===== src/verilog/sib_consts.vh =====
// constants for the interrupt status bank: offsets, bit positions, masks, timing
`ifndef SIB_CONSTS_VH
`define SIB_CONSTS_VH

// ==========================================================================
// register offsets on the serial register port
`define SIB_ADDR_W            7
`define SIB_ADDR_SUMMARY      7'h60
`define SIB_ADDR_SYSTEM       7'h61
`define SIB_ADDR_SUPPLY       7'h62
`define SIB_ADDR_TRANSCEIVER  7'h63
`define SIB_ADDR_BANK_A_WAKE  7'h64
`define SIB_ADDR_BANK_A_FAULT 7'h65

// ==========================================================================
// global summary bit positions
`define SIB_SUM_SYSTEM        0
`define SIB_SUM_SUPPLY        1
`define SIB_SUM_TRANSCEIVER   2
`define SIB_SUM_BANK_A_WAKE   3
`define SIB_SUM_BANK_A_FAULT  4
`define SIB_SUM_BANK_B_WAKE   5
`define SIB_SUM_BANK_B_FAULT  6

// ==========================================================================
// system register bit positions
`define SIB_SYS_WATCHDOG      0
`define SIB_SYS_SERIAL_FAIL   1
`define SIB_SYS_OVERTEMP      2
`define SIB_SYS_POWER_ON      4
`define SIB_SYS_OV_SHUTDOWN   5

// supply register bit positions
`define SIB_SUP_MAIN_UNDER    0
`define SIB_SUP_EXT_UNDER     1
`define SIB_SUP_EXT_OVER      2
`define SIB_SUP_BATT_UNDER    3
`define SIB_SUP_BATT_OVER     4
`define SIB_SUP_SWITCHER      5

// transceiver register bit positions
`define SIB_TRX_CAN_WAKE      0
`define SIB_TRX_CAN_FAULT     1
`define SIB_TRX_LIN1_WAKE     2
`define SIB_TRX_LIN2_WAKE     3
`define SIB_TRX_SILENCE       4
`define SIB_TRX_FRAME_ERR     5

// ==========================================================================
// implemented-bit masks, reset values and always-enabled flags
`define SIB_MASK_SYSTEM       8'h37
`define SIB_MASK_SUPPLY       8'h3F
`define SIB_MASK_TRX_DUAL     8'h3F
`define SIB_MASK_TRX_SINGLE   8'h37
`define SIB_MASK_BANK_FULL    8'hFF
`define SIB_MASK_NONE         8'h00
`define SIB_RESET_SYSTEM      8'h10
`define SIB_RESET_OTHER       8'h00
`define SIB_ALWAYS_ON_SYSTEM  8'h31

// ==========================================================================
// serial transfer lengths that are accepted
`define SIB_LEN_W             6
`define SIB_LEN_16            6'h10
`define SIB_LEN_24            6'h18
`define SIB_LEN_32            6'h20

// ==========================================================================
// timing: clock period and bus silence timeout
`define SIB_CLK_PERIOD_NS     8
`define SIB_SILENCE_US        1000
// 1000 us at 8 ns, sized to the counter so the parameter default keeps its width
`define SIB_SILENCE_CYCLES    24'h01E848
`define SIB_SILENCE_CNT_W     24

`endif


===== src/verilog/sib_flag_bank.v =====
// one eight-bit bank of sticky pending flags with write-one-to-clear
`timescale 1ns/1ps

module sib_flag_bank #(
  parameter [7:0] IMPL_MASK = 8'hFF,
  parameter [7:0] RESET_VAL = 8'h00
) (
  input  wire       clk,
  input  wire       reset_n,
  input  wire [7:0] set_in,
  input  wire [7:0] clear_in,
  output reg  [7:0] flags_reg
);

  // ========================================================================
  // flag update
  wire [7:0] flags_next;

  // set beats clear in the same cycle so no event is lost; absent bits stay 0
  assign flags_next = ((flags_reg & ~clear_in) | set_in) & IMPL_MASK;

  // flags hold until cleared by the host
  always @(posedge clk or negedge reset_n) begin
    if (!reset_n) begin
      flags_reg <= RESET_VAL & IMPL_MASK;
    end else begin
      flags_reg <= flags_next;
    end
  end

endmodule


===== src/verilog/sib_int_bank.v =====
// interrupt status register bank: pending flags, summary, interrupt pin
//
// How it works
// - summary 60h read-only, bit 7 zero; bits 0-2 show system, supply, transceiver pending.
// - summary bits 3,4 show bank A wake/fault; bits 5,6 bank B wake/fault.
// - without I/O pins bank A absent; with partial networking bank B bits read zero.
// - system flags: overvoltage shutdown 5, power-on 4, overtemp 2, serial fail 1, watchdog 0.
// - overvoltage shutdown, power-on and watchdog flags always reach the interrupt pin.
// - supply bit 5 sets whenever the switcher state bit changes value.
// - supply flags: battery over 4, battery under 3, rail over 2, rail under 1, main 0.
// - transceiver bit 5 flags a selective wake frame detection error.
// - bus silence flag at bit 4 once CAN stays silent beyond the timeout.
// - second LIN wake flag bit 3 only in dual-LIN builds; first LIN at bit 2.
// - CAN fault flag at bit 1, CAN wake flag at bit 0.
// - bank A wake: pin k rising edge bit 2(k-1), falling edge bit 2k-1.
// - bank A fault: pin k open load bit 2(k-1), short bit 2k-1.
// - serial fail on illegal code, locked write, or length not 16, 24, 32.
// - watchdog overflow while its flag pends requests a device reset.
`timescale 1ns/1ps
`include "sib_consts.vh"

module sib_int_bank #(
  parameter                          HAS_HIGH_VOLTAGE_IO_PIN       = 1,
  parameter                          HAS_PN         = 0,
  parameter                          DUAL_LIN       = 1,
  parameter [`SIB_SILENCE_CNT_W-1:0] SILENCE_CYCLES = `SIB_SILENCE_CYCLES
) (
  input  wire                   clk,
  input  wire                   reset_n,
  // register port from the serial decoder
  input  wire [`SIB_ADDR_W-1:0] reg_addr,
  input  wire [7:0]             reg_wdata,
  input  wire                   reg_wr,
  input  wire                   reg_rd,
  output reg  [7:0]             reg_rdata,
  // serial transfer checks
  input  wire                   spi_frame_done,
  input  wire [`SIB_LEN_W-1:0]  spi_clk_count,
  input  wire                   spi_illegal_code,
  input  wire                   spi_locked_write,
  // system events
  input  wire                   overvoltage_shutdown_evt,
  input  wire                   power_on_evt,
  input  wire                   overtemp_warning_evt,
  input  wire                   watchdog_overflow,
  // supply events
  input  wire                   switcher_state_bit,
  input  wire                   battery_over_evt,
  input  wire                   battery_under_evt,
  input  wire                   external_rail_over_evt,
  input  wire                   external_rail_under_evt,
  input  wire                   main_regulator_under_evt,
  // transceiver events
  input  wire                   selective_wake_frame_error_evt,
  input  wire                   can_bus_active,
  input  wire                   first_lin_wake_evt,
  input  wire                   second_lin_wake_evt,
  input  wire                   can_fault_evt,
  input  wire                   can_wake_evt,
  // high-voltage I/O bank A events, one bit per pin
  input  wire [3:0]             io_rising_edge_evt,
  input  wire [3:0]             io_falling_edge_evt,
  input  wire [3:0]             io_open_load_evt,
  input  wire [3:0]             io_short_evt,
  // bank B state and enables, kept in another block
  input  wire                   bank_b_wake_pending,
  input  wire                   bank_b_fault_pending,
  input  wire                   bank_b_irq_pending,
  input  wire [7:0]             system_enable,
  input  wire [7:0]             supply_enable,
  input  wire [7:0]             transceiver_enable,
  input  wire [7:0]             bank_a_wake_enable,
  input  wire [7:0]             bank_a_fault_enable,
  // outputs
  output reg                    interrupt_out_low,
  output reg                    watchdog_reset_req
);

  // ========================================================================
  // variant masks
  localparam [7:0] TRX_MASK  = (DUAL_LIN != 0) ? `SIB_MASK_TRX_DUAL : `SIB_MASK_TRX_SINGLE;
  localparam [7:0] BANK_MASK = (HAS_HIGH_VOLTAGE_IO_PIN != 0) ? `SIB_MASK_BANK_FULL : `SIB_MASK_NONE;
  localparam       HAS_B     = (HAS_PN == 0) ? 1'b1 : 1'b0;

  wire [7:0] sys_flags;
  wire [7:0] sup_flags;
  wire [7:0] trx_flags;
  wire [7:0] wake_flags;
  wire [7:0] fault_flags;

  reg  [7:0] sys_set;
  reg  [7:0] sup_set;
  reg  [7:0] trx_set;
  wire [7:0] wake_set;
  wire [7:0] fault_set;

  // ========================================================================
  // write-one-to-clear decode; the summary at 60h ignores writes
  wire [7:0] sys_clr   = (reg_wr && reg_addr == `SIB_ADDR_SYSTEM) ? reg_wdata : 8'h00;
  wire [7:0] sup_clr   = (reg_wr && reg_addr == `SIB_ADDR_SUPPLY) ? reg_wdata : 8'h00;
  wire [7:0] trx_clr   = (reg_wr && reg_addr == `SIB_ADDR_TRANSCEIVER) ? reg_wdata : 8'h00;
  wire [7:0] wake_clr  = (reg_wr && reg_addr == `SIB_ADDR_BANK_A_WAKE) ? reg_wdata : 8'h00;
  wire [7:0] fault_clr = (reg_wr && reg_addr == `SIB_ADDR_BANK_A_FAULT) ? reg_wdata : 8'h00;

  // ========================================================================
  // serial transfer failure: bad length, illegal code or locked write
  wire len_ok = (spi_clk_count == `SIB_LEN_16) || (spi_clk_count == `SIB_LEN_24) ||
                (spi_clk_count == `SIB_LEN_32);
  wire spi_fail = (spi_frame_done && !len_ok) || spi_illegal_code ||
                  spi_locked_write;

  // ========================================================================
  // watchdog: a second overflow while the flag still pends asks for reset
  always @(posedge clk or negedge reset_n) begin
    if (!reset_n) begin
      watchdog_reset_req <= 1'b0;
    end else begin
      watchdog_reset_req <= watchdog_overflow & sys_flags[`SIB_SYS_WATCHDOG];
    end
  end

  // ========================================================================
  // switcher state change detector; first sample after reset only primes it
  reg switcher_prev_reg;
  reg switcher_primed_reg;
  always @(posedge clk or negedge reset_n) begin
    if (!reset_n) begin
      switcher_prev_reg   <= 1'b0;
      switcher_primed_reg <= 1'b0;
    end else begin
      switcher_prev_reg   <= switcher_state_bit;
      switcher_primed_reg <= 1'b1;
    end
  end
  wire switcher_change = switcher_primed_reg &
                         (switcher_prev_reg ^ switcher_state_bit);

  // ========================================================================
  // bus silence timer: counts quiet cycles, fires once per silent stretch
  reg [`SIB_SILENCE_CNT_W-1:0] silence_cnt_reg;
  reg                          silence_fired_reg;
  wire silence_evt = !can_bus_active && !silence_fired_reg &&
                     (silence_cnt_reg >= SILENCE_CYCLES);

  // activity restarts the count; the counter stops once the flag has fired
  always @(posedge clk or negedge reset_n) begin
    if (!reset_n) begin
      silence_cnt_reg   <= {`SIB_SILENCE_CNT_W{1'b0}};
      silence_fired_reg <= 1'b0;
    end else if (can_bus_active) begin
      silence_cnt_reg   <= {`SIB_SILENCE_CNT_W{1'b0}};
      silence_fired_reg <= 1'b0;
    end else if (silence_evt) begin
      silence_fired_reg <= 1'b1;
    end else if (!silence_fired_reg) begin
      silence_cnt_reg   <= silence_cnt_reg + 1'b1;
    end
  end

  // ========================================================================
  // set vectors for the fixed-layout banks
  always @* begin
    sys_set = 8'h00;
    sys_set[`SIB_SYS_OV_SHUTDOWN] = overvoltage_shutdown_evt;
    sys_set[`SIB_SYS_POWER_ON]    = power_on_evt;
    sys_set[`SIB_SYS_OVERTEMP]    = overtemp_warning_evt;
    sys_set[`SIB_SYS_SERIAL_FAIL] = spi_fail;
    sys_set[`SIB_SYS_WATCHDOG]    = watchdog_overflow;
  end

  always @* begin
    sup_set = 8'h00;
    sup_set[`SIB_SUP_SWITCHER]   = switcher_change;
    sup_set[`SIB_SUP_BATT_OVER]  = battery_over_evt;
    sup_set[`SIB_SUP_BATT_UNDER] = battery_under_evt;
    sup_set[`SIB_SUP_EXT_OVER]   = external_rail_over_evt;
    sup_set[`SIB_SUP_EXT_UNDER]  = external_rail_under_evt;
    sup_set[`SIB_SUP_MAIN_UNDER] = main_regulator_under_evt;
  end

  // lin2 bit is masked off by the bank in single-LIN builds
  always @* begin
    trx_set = 8'h00;
    trx_set[`SIB_TRX_FRAME_ERR] = selective_wake_frame_error_evt;
    trx_set[`SIB_TRX_SILENCE]   = silence_evt;
    trx_set[`SIB_TRX_LIN2_WAKE] = second_lin_wake_evt;
    trx_set[`SIB_TRX_LIN1_WAKE] = first_lin_wake_evt;
    trx_set[`SIB_TRX_CAN_FAULT] = can_fault_evt;
    trx_set[`SIB_TRX_CAN_WAKE]  = can_wake_evt;
  end

  // ========================================================================
  // bank A: two bits per pin, even bit first
  genvar k;
  generate
    for (k = 0; k < 4; k = k + 1) begin : g_pin
      assign wake_set[2*k]    = io_rising_edge_evt[k];
      assign wake_set[2*k+1]  = io_falling_edge_evt[k];
      assign fault_set[2*k]   = io_open_load_evt[k];
      assign fault_set[2*k+1] = io_short_evt[k];
    end
  endgenerate

  // ========================================================================
  // flag banks; power-on flag comes out of reset pending
  sib_flag_bank #(
    .IMPL_MASK (`SIB_MASK_SYSTEM),
    .RESET_VAL (`SIB_RESET_SYSTEM)
  ) u_sys (
    .clk       (clk),
    .reset_n   (reset_n),
    .set_in    (sys_set),
    .clear_in  (sys_clr),
    .flags_reg (sys_flags)
  );

  sib_flag_bank #(
    .IMPL_MASK (`SIB_MASK_SUPPLY),
    .RESET_VAL (`SIB_RESET_OTHER)
  ) u_sup (
    .clk       (clk),
    .reset_n   (reset_n),
    .set_in    (sup_set),
    .clear_in  (sup_clr),
    .flags_reg (sup_flags)
  );

  sib_flag_bank #(
    .IMPL_MASK (TRX_MASK),
    .RESET_VAL (`SIB_RESET_OTHER)
  ) u_trx (
    .clk       (clk),
    .reset_n   (reset_n),
    .set_in    (trx_set),
    .clear_in  (trx_clr),
    .flags_reg (trx_flags)
  );

  // absent banks are held at zero by their mask
  sib_flag_bank #(
    .IMPL_MASK (BANK_MASK),
    .RESET_VAL (`SIB_RESET_OTHER)
  ) u_wake (
    .clk       (clk),
    .reset_n   (reset_n),
    .set_in    (wake_set),
    .clear_in  (wake_clr),
    .flags_reg (wake_flags)
  );

  sib_flag_bank #(
    .IMPL_MASK (BANK_MASK),
    .RESET_VAL (`SIB_RESET_OTHER)
  ) u_fault (
    .clk       (clk),
    .reset_n   (reset_n),
    .set_in    (fault_set),
    .clear_in  (fault_clr),
    .flags_reg (fault_flags)
  );

  // ========================================================================
  // global summary, computed live from the banks
  reg [7:0] summary;
  always @* begin
    summary = 8'h00;
    summary[`SIB_SUM_SYSTEM]       = |sys_flags;
    summary[`SIB_SUM_SUPPLY]       = |sup_flags;
    summary[`SIB_SUM_TRANSCEIVER]  = |trx_flags;
    summary[`SIB_SUM_BANK_A_WAKE]  = |wake_flags;
    summary[`SIB_SUM_BANK_A_FAULT] = |fault_flags;
    summary[`SIB_SUM_BANK_B_WAKE]  = HAS_B & bank_b_wake_pending;
    summary[`SIB_SUM_BANK_B_FAULT] = HAS_B & bank_b_fault_pending;
  end

  // ========================================================================
  // read mux; unmapped addresses read zero, data valid the cycle after reg_rd
  reg [7:0] rdata_next;
  always @* begin
    case (reg_addr)
      `SIB_ADDR_SUMMARY:      rdata_next = summary;
      `SIB_ADDR_SYSTEM:       rdata_next = sys_flags;
      `SIB_ADDR_SUPPLY:       rdata_next = sup_flags;
      `SIB_ADDR_TRANSCEIVER:  rdata_next = trx_flags;
      `SIB_ADDR_BANK_A_WAKE:  rdata_next = wake_flags;
      `SIB_ADDR_BANK_A_FAULT: rdata_next = fault_flags;
      default:                rdata_next = 8'h00;
    endcase
  end

  // read data holds until the next read
  always @(posedge clk or negedge reset_n) begin
    if (!reset_n) begin
      reg_rdata <= 8'h00;
    end else if (reg_rd) begin
      reg_rdata <= rdata_next;
    end
  end

  // ========================================================================
  // interrupt pin; always-enabled system flags bypass the enable inputs
  wire [7:0] sys_gate = system_enable | `SIB_ALWAYS_ON_SYSTEM;
  wire irq_any = |(sys_flags & sys_gate) | |(sup_flags & supply_enable) |
                 |(trx_flags & transceiver_enable) |
                 |(wake_flags & bank_a_wake_enable) |
                 |(fault_flags & bank_a_fault_enable) |
                 (HAS_B & bank_b_irq_pending);

  // registered so the pin never glitches on decode
  always @(posedge clk or negedge reset_n) begin
    if (!reset_n) begin
      interrupt_out_low <= 1'b1;
    end else begin
      interrupt_out_low <= ~irq_any;
    end
  end

endmodule


===== config.mk =====
export PLATFORM = sky130hd
export DESIGN_NAME = sib_int_bank
export DESIGN_NICKNAME = d
export VERILOG_FILES = /design/src/verilog/sib_flag_bank.v /design/src/verilog/sib_int_bank.v
export VERILOG_INCLUDE_DIRS = /design/src /design/src/verilog
export SDC_FILE = /design/constraint.sdc
export NUM_CORES = 1
export LEC_CHECK = 0
export BUFFER_PORTS_ARGS = -buffer_cell sky130_fd_sc_hd__buf_2
export CORE_MARGIN = 2
export CORE_UTILIZATION = 51
export CTS_CLUSTER_SIZE = 10
export DETAILED_ROUTE_END_ITERATION = 8
export PLACE_DENSITY = 0.8
export SYNTH_ARGS = -nofsm -noshare
export SYNTH_HDL_FRONTEND = slang
export SYNTH_SLANG_ARGS = --single-unit

===== constraint.sdc =====
create_clock -name clk -period 2.2 [get_ports clk]
set_input_delay 0.33 -clock clk [delete_from_list [all_inputs] [get_ports clk]]
set_output_delay 0.33 -clock clk [all_outputs]
set_load 0.03 [all_outputs]

==> results of run 1 <==
final cells by class:
type / count / area share, %
Clock buffer: 9 / 2.80
Clock inverter: 7 / 1.41
Timing Repair Buffer: 112 / 13.6
Tap cell: 96 / 2.71
Inverter: 13 / 1.10
Multi-Input combinational cell: 263 / 38.8
Sequential cell: 70 / 39.6
power groups by stage:
stage | logic [mW] | registers, mW | clock network, mW
after CTS | 0.257 | 1.32 | 1.01
after detailed placement | 0.255 | 1.34 | 0
final | 0.254 | 1.32 | 1.00
after global routing | 0.282 | 1.32 | 1.07
after global placement | 0.250 | 1.34 | 0
after floorplan | 0.0816 | 1.36 | 0
layer usage:
metal | wire [um] | up-vias
li1 | - | 1564
met1 | 4230 | 1574
met2 | 4800 | 170
met3 | 810 | 17
met4 | 163 | 0
met5 | 0 | -
cell families after synthesis:
| group | share of synthesized area (%) |
|---|---|
| multiplexers | 5.44 |
| adder cells (fa/ha/maj) | 0.697 |
| XOR/XNOR | 0.244 |
| buffers and inverters | 3.21 |
| flip-flops | 48.9 |
| AO/OA/AOI/OAI | 19.3 |
| other | 0.105 |
| AND/OR/NAND/NOR | 22.1 |
path summary, 6_finish.rpt:
| check | from | end | slack (ns) |
|---|---|---|---|
| worst max register to register | silence_cnt_reg[20] | silence_cnt_reg[14] | 0.25 |
| worst min-delay path | switcher_state_bit | switcher_prev_reg | 0.10 |
| min in group asynchronous | reset_n | reg_rdata[2] | 0.47 |
| worst min register to register | switcher_primed_reg | u_sup.flags_reg[5] | 0.48 |
| worst max-delay path | silence_cnt_reg[20] | silence_cnt_reg[14] | 0.25 |
| max in group asynchronous | reset_n | u_sys.flags_reg[4] | 1.04 |
cell usage in the layout (no fill, tap or decap), drive strengths merged, types with 12 or more instances in the layout:
| master | n |
|---|---|
| buf | 111 |
| dfrtp | 68 |
| nand2 | 41 |
| a21o | 26 |
| a21oi | 18 |
| nor2 | 18 |
| inv | 18 |
| nor3 | 14 |
| nor4 | 12 |
repair_timing:
item | in CTS | in global routing
endpoints found under the hold margin | 18 | 0
hold buffers | 1 | 0
setup endpoints to repair | 0 | 0
cell usage after synthesis (5+ instances only):
| cell type | number |
|---|---|
| a31oi_1 | 7 |
| o31ai_1 | 10 |
| o21ai_0 | 11 |
| or4_1 | 10 |
| a221oi_1 | 8 |
| nor4_2 | 5 |
| nor3_1 | 14 |
| nor4_1 | 6 |
| mux2i_1 | 6 |
| nor2b_1 | 10 |
| mux2_2 | 10 |
| inv_1 | 13 |
| clkbuf_1 | 9 |
| a22o_1 | 7 |
| nand4_1 | 6 |
| dfrtp_1 | 68 |
| a21o_1 | 26 |
| nand3_1 | 11 |
| nand2_1 | 41 |
| nor2_1 | 18 |
| a21oi_1 | 18 |
per-stage QoR:
stage          std cells  worst slack [ns]
3_3_place_gp         553             0.327
5_1_grt              570             0.119
6_report             570             0.249
2_1_floorplan        361             0.389
4_1_cts              570             0.249
3_5_place_dp         553             0.280
critical path: stages, from the launching register on:
cell and delay [ns]:
dfrtp_1 0.42, nor4_4 0.42, nand3_1 0.29, nor4_1 0.34, mux2_2 0.37
==> results.md, run 1 <==
- The startpoint kind of the worst setup timing path is a register.
- The wire length of the first global-routing pass is about 15000 um.
- TritonCTS built the clock tree.
- In this run the deepest clock path goes through 2 buffers.
- Summed over all nets, the half-perimeter wirelength after detailed placement is about 7500 um.
- The instance area after placement is 0.00423 mm^2.
- The port buffer count is ~100.
- Across the whole layout, storage elements account for around 0.0018 mm^2.
- The DRC violation total after the first TritonRoute iteration is 350.
- The maximum frequency from static timing analysis is 513 MHz.
- The fraction of power spent switching nets is roughly 28%.
- For this design the total switching power over the nets is a little over 0.7 mW.
- The final layout contains 574 nets.
- Measured in cells, the most critical reg-to-reg path has a length of 4.
- STA puts the critical path data required time at around 2.4 ns.
- In the final layout, the multi-input gates occupy around 0.0017 mm^2.
- The total overflow left after global routing is 0.
- The layout-stage area growth over the synthesis result is 23.4%.
- Of the total power, combinational logic draws under 10%.
- Setup repair after global routing left no endpoint under its margin.
- After clock tree synthesis, the setup repair step added 0 buffers.
- Counting flops with an async set or reset pin after synthesis yields a share of 100%.
- The most used flip-flop cell after synthesis is dfrtp_1.
- Ranked by total cell area, the synthesized netlist is headed by dfrtp_1 (47%), a21o_1 (5.4%), nand2_1 (4.3%).
- The placer's final routability congestion estimate is 0.941.
- The largest fanout on the critical path is 8.
- The proportion of power drawn by the clock network is between 30% and 40%.
- After synthesis the netlist holds a flip-flop and latch count of 70.
- On the final layout, the worst hold slack is approximately 0.10 ns.
- The number of unique standard cell types used by synthesis is 47.
- The initial antenna violation count was 0.
- IR analysis of the VDD net gives a maximum drop of between 400 and 500 uV.
- The synthesized netlist occupies a cell area of 0.00359 mm^2.
- The power density relative to cell area is about 580 mW/mm^2.
- The post-route total power is roughly 2.6 mW.
- The final hold violation count is 0.
- Across the run, the number of max-cap violations was 0.
- The actual slew at the worst max-slew pin is ~0.54 ns.
- Of the post-synthesis cell area, the dominant cell type holds 47.4%.
- The number of iterations in the first detailed-routing pass is 5.
- The placeable core region is slightly below 0.007 mm^2.
- In this run the number of H-tree levels came out at 3.
- The clock arrives with 0.0100 ns of skew.
- The source-to-sink clock delay at the later pin of the worst-skew pair is approximately 0.36 ns.
- The effective utilization at floorplan is a little over half.
- The register with the most flip-flops in the layout has 24 of them.
- The chip width is between 80 and 90 um.
- The gate count of the mapped netlist is between 300 and 400.
- Summed over all failing endpoints, the final setup total negative slack is 0 ns.
- For this design, the sink count on the clock tree is 70.
- After synthesis, the mean cell area works out to a little under 10 um^2.
- STA classifies the critical path endpoint as a register.
- The synthesized design contains 0 enable-type register cells.
- Once detail routing completed, the nets flagged for antenna violations numbered 0.
- Across every metal layer, demand over resource in global routing totals between 20% and 30%.
- For this design the top-level I/O count stands at approximately 110.
- The number of slew-limit violations in the final report came to 0.
- The number of design rule violations left after detail routing is 0.
- The share of the clock period used by the worst path after layout is about nine tenths.
- The number of antenna repair diodes is 0.
- The routed layout has between 3000 and 4000 vias.
- For this run, global-route usage on met2 was measured as between 40 and 50%.
- Entering global routing, the biggest net connects between 50 and 60 pins.
- The internal power of the cells totals roughly 1.8 mW.
- The share of total power dissipated in sequential elements is about half.
- The standard-cell row count is 30.
- The setup-violating endpoint count in the final report is 0.
- After detailed routing, the average wire length per cell comes to around 18 um.
- Cells with a size suffix above 1 make up about a third of the layout.
- Data arrives at the worst endpoint at approximately 2.2 ns.
- The busiest layer in global routing is met2.
- The number of clock buffers added by TritonCTS is 9.
- The count of synthesis-stage warnings from yosys is 0.
- The number of nets handed over by synthesis was 466.
- The final standard cell area without fillers is 0.00443 mm^2.
- In this run the static leakage power is approximately 1.8 nW.
- Clock tree synthesis selected as its root buffer the cell clkbuf_8.
- The via count of the first global-routing pass was approximately 3100.
- The full die area is 0.00772 mm^2.
- The number of cells upsized or downsized after cts is 0.
- The final core utilization is 65.2%.
- The critical path is of the register to register type.
- Summed over all instances, the cell type with the most area after synthesis is dfrtp_1.
- The number of vias per cell is 5.83.
- Clock-pin slew was measured on the worst setup and hold paths at approximately 0.09 ns.
- The class of the most critical hold timing path is primary input to register.
- Sequential elements use between 40% and 50% of the synthesized area.
- The vertical die dimension is slightly below 90 um.
- Counting instances, the worst hold path has a depth of 1.
- The total of fill cells in the finished design is roughly 560.
- Global routing consumed, on the met1 layer, 37.1% of the routing resources.
- For the finished layout, the period the worst path requires is approximately 2 ns.
- Global routing used under 10% of the available met3 tracks.
- The final layout contains routed wiring with a total length of 10000 um.
- The run finished with clean final reports.
- The worst slew slack as a fraction of its limit is ~64%.
(Power assumes the default switching activity.)
==> run 2, diff against run 1 <==
--- a/config.mk
+++ b/config.mk
@@ -7,7 +7,7 @@
 export NUM_CORES = 1
 export LEC_CHECK = 0
 export BUFFER_PORTS_ARGS = -buffer_cell sky130_fd_sc_hd__buf_2
-export CORE_MARGIN = 2
+export CORE_MARGIN = 1.5
 export CORE_UTILIZATION = 51
 export CTS_CLUSTER_SIZE = 10
 export DETAILED_ROUTE_END_ITERATION = 8
==> run 2 against run 1 <==
  * The run now ends with hold timing left
  * Global-route usage up 1.0 points
  * Critical path depth is the same
  * Sequential share of layout area increased by 0.056 points
  * Final area fell by 0.14%
  * Hold slack lost 0.12 ns
  * Largest cell class unchanged
  * Register-to-register slack better by 0.04 ns
  * Largest power group unchanged
  * Highest routed layer unchanged
  * Maximum frequency up 2.1%
  * Cell count is the same
==> results.md, run 2 (synthesis results as in run 1) <==
- The run finished, with violations left.
- The final reports fail on hold timing.
- The final standard cell area without fillers was 0.00442 mm^2 (-0.14%).
- The count of antenna-violating nets left after detailed routing is 0 (unchanged).
- The total setup buffers inserted after CTS is 0 (unchanged).
- The class of the most critical hold timing path is primary input to async pin.
- The proportion of power drawn by the clock network is 38.1% (-0.8 points).
- The largest fanout on the critical path was 8 (unchanged).
- The power spent charging and discharging nets is 0.679 mW (-6.3%).
- The number of antenna repair diodes is 0 (unchanged).
- The effective utilization at floorplan is 52.8% (unchanged).
- The leftover overflow at the end of global routing came to 0 (unchanged).
- The number of buffers on the longest clock path is 2 (unchanged).
- The post-CTS clock slew at the launch and capture registers of the worst setup and hold paths is 0.08 ns (about the same).
- The worst slew slack as a fraction of its limit is 64.5% (+0.97 points).
- The total of fill cells in the finished design is 567 (+0.89%).
- The number of flip-flops under the largest register name is 24 (unchanged).
- The placer's final routability congestion estimate is 0.930 (-1.1%).
- The cell family contributing the most delay on the critical path is simple AND/OR/NAND/NOR gates.
- The startpoint kind of the worst setup timing path is a register.
- The maximum frequency from static timing analysis is 524 MHz (+2.1%).
- The most frequent standard cell in the layout excluding fill and tap cells is buf_2.
- The ratio of cells with drive above 1 in the final layout came to 32.1% (+0.21 points).
- The slowest cell on the critical path is nor4_2.
- The source-to-sink clock delay at the later pin of the worst-skew pair was 0.34 ns (-0.02 ns).
- The half-perimeter wire length of the detailed placement result was 7560 um (+0.28%).
- The DRC violation total after the first TritonRoute iteration is 329 (-6.0%).
- The chip width is 86.9 um (-1.1%).
- The critical path goes through nor4_2 -> nand3_1 -> nor4_1 -> mux2_2.
- The routed length on met1 is 4220 um (-0.35%).
- The number of buffers created by CTS is 9 (unchanged).
- The part of the power in registers is 51.9% (+0.7 points).
- The met3 layer wire length in the routed design is 868 um (+7.2%).
- The post-place setup slack is 0.285 ns (+0.00506 ns).
- After detailed routing, no signal wire sits above met4.
- The setup-violating endpoint count in the final report is 0 (unchanged).
- The standard-cell row count is 30 (unchanged).
- The overall global routing resource usage is 27.9% (+1.0 points).
- The via count of the routed design came to 3375 (+1.5%).
- The clock tree from TritonCTS is built.
- The required time of the worst setup path is 2.43 ns (about the same).
- The number of logic stages on the critical path including buffering was 4 (unchanged).
- The leakage component of the power came to 1.83 nW (-0.29%).
- The number of max-cap violations is 0 (unchanged).
- The placeable core region is 0.00679 mm^2 (unchanged).
- The number of vias per cell is 5.92 (+1.5%).
- The full die area is 0.00755 mm^2 (-2.3%).
- The number of primary I/O pins is 113 (unchanged).
- The wire length of the first global-routing pass is 15900 um (+2.9%).
- The clock sink count is 70 (unchanged).
- The maximum level of the CTS H-tree is 3 (unchanged).
- The final net count is 574 (unchanged).
- Setup repair after global routing left no endpoint under its margin.
- The via count of the first global-routing pass was 3159 (+1.2%).
- The number of cells upsized or downsized after cts is 0 (unchanged).
- The final routed wirelength across all metal layers is 10100 um (+0.84%).
- The number of design rule violations left after detail routing is 0 (unchanged).
- The master cell of the clock root buffer is clkbuf_8.
- The final core utilization is 65.1% (-0.092 points).
- The detailed-routed wire length on met2 is 4790 um (-0.25%).
- The initial antenna violation count is 0 (unchanged).
- The power density relative to cell area is 573 mW/mm^2 (-1.3%).
- The critical path arrival came to 2.14 ns (-0.05 ns).
- The number of hold buffers added after cts was 0 (-1).
- The share of the clock period used by the worst path after layout is 86.8% (-1.9 points).
- The smallest setup slack after layout is 0.290 ns (+0.0410 ns).
- The maximum ir drop on the vdd rail is 416 uV (-1.4%).
- The post-route clock skew is 0.00600 ns (-0.00404 ns).
- The critical path is of the register to register type.
- The instance area after placement is 0.00424 mm^2 (+0.18%).
- The worst hold slack is -0.0112 ns (-0.116 ns).
- The final hold violation count is 13 (+13).
- The area growth from synthesis to layout is 23.3%.
- The number of iterations in the first detailed-routing pass is 6 (+1).
- The port buffer count is 102 (unchanged).
- The detail-routed net length per standard cell is 17.7 um (+0.84%).
- The clock period minus final worst setup slack is 1.91 ns (-0.0410 ns).
- The sort of element at the end of the critical path is a register.
- The number of slew-limit violations in the final report is 0 (unchanged).
- The post-route total power is 2.53 mW (-1.4%).
- The actual slew at the worst max-slew pin came to 0.532 ns (-0.0125 ns).
- The number of cells on the worst reg-to-reg path is 4 (unchanged).
- The fraction of power spent switching nets is 26.8% (-1.4 points).
- The summed negative setup slack over all endpoints is 0 ns (unchanged).
- The largest net degree at the start of global routing is 71 (+37%).
- The share of total power in combinational logic was 10.0% (about the same).
- The count of buffering cells on the critical path with inverters included came to 0 (unchanged).
- The critical path's largest stage delay was 0.42 ns (about the same).
- The top cell types in the final layout, fill and taps aside, are buf_2 (102), dfrtp_1 (68), nand2_1 (41), a21o_1 (26).
- The vertical die dimension is 86.9 um (-1.1%).
- The internal power consumption is 1.86 mW (+0.51%).
-- run 2: metrics by stage --
| step | hold WS, ns | instances |
|---|---|---|
| floorplan | 0.0344 | 361 |
| global placement | 0.384 | 554 |
| detailed placement | 0.383 | 554 |
| CTS | 0.0107 | 570 |
| global route | 0.0221 | 570 |
| finish | -0.0112 | 570 |
-- run 2: worst paths after layout --
path,startpoint,end,slack [ns]
min,reset_n,u_wake.flags_reg[7],-0.01
min reg2reg,switcher_primed_reg,u_sup.flags_reg[5],0.47
max,silence_fired_reg,silence_cnt_reg[14],0.29
max reg2reg,silence_fired_reg,silence_cnt_reg[14],0.29
min in group clk,switcher_state_bit,switcher_prev_reg,0.11
max in group asynchronous,reset_n,u_sys.flags_reg[4],1.89
-- run 2: layer usage --
metal,vias to the layer above,track usage [%]
li1,1566,-
met1,1611,38.8
met2,174,44.0
met3,24,4.27
met4,0,11.1
met5,-,0
-- run 2: cell type report --
class | count | area [um^2] | share of cell area (%)
Sequential cell | 70 | 1750 | 39.7
Clock inverter | 6 | 45.0 | 1.02
Clock buffer | 10 | 138 | 3.11
Timing Repair Buffer | 112 | 598 | 13.5
Inverter | 13 | 48.8 | 1.10
Multi-Input combinational cell | 263 | 1720 | 38.9
Tap cell | 96 | 120 | 2.72
-- run 2: power by group through the flow --
stage                     combinational [mW]  clock (mW)  sequential (mW)
after floorplan                       0.0816           0             1.36
after global placement                 0.250           0             1.34
after detailed placement               0.253           0             1.34
after CTS                              0.254       0.977             1.32
after global routing                   0.277        1.04             1.32
final                                  0.253       0.966             1.32
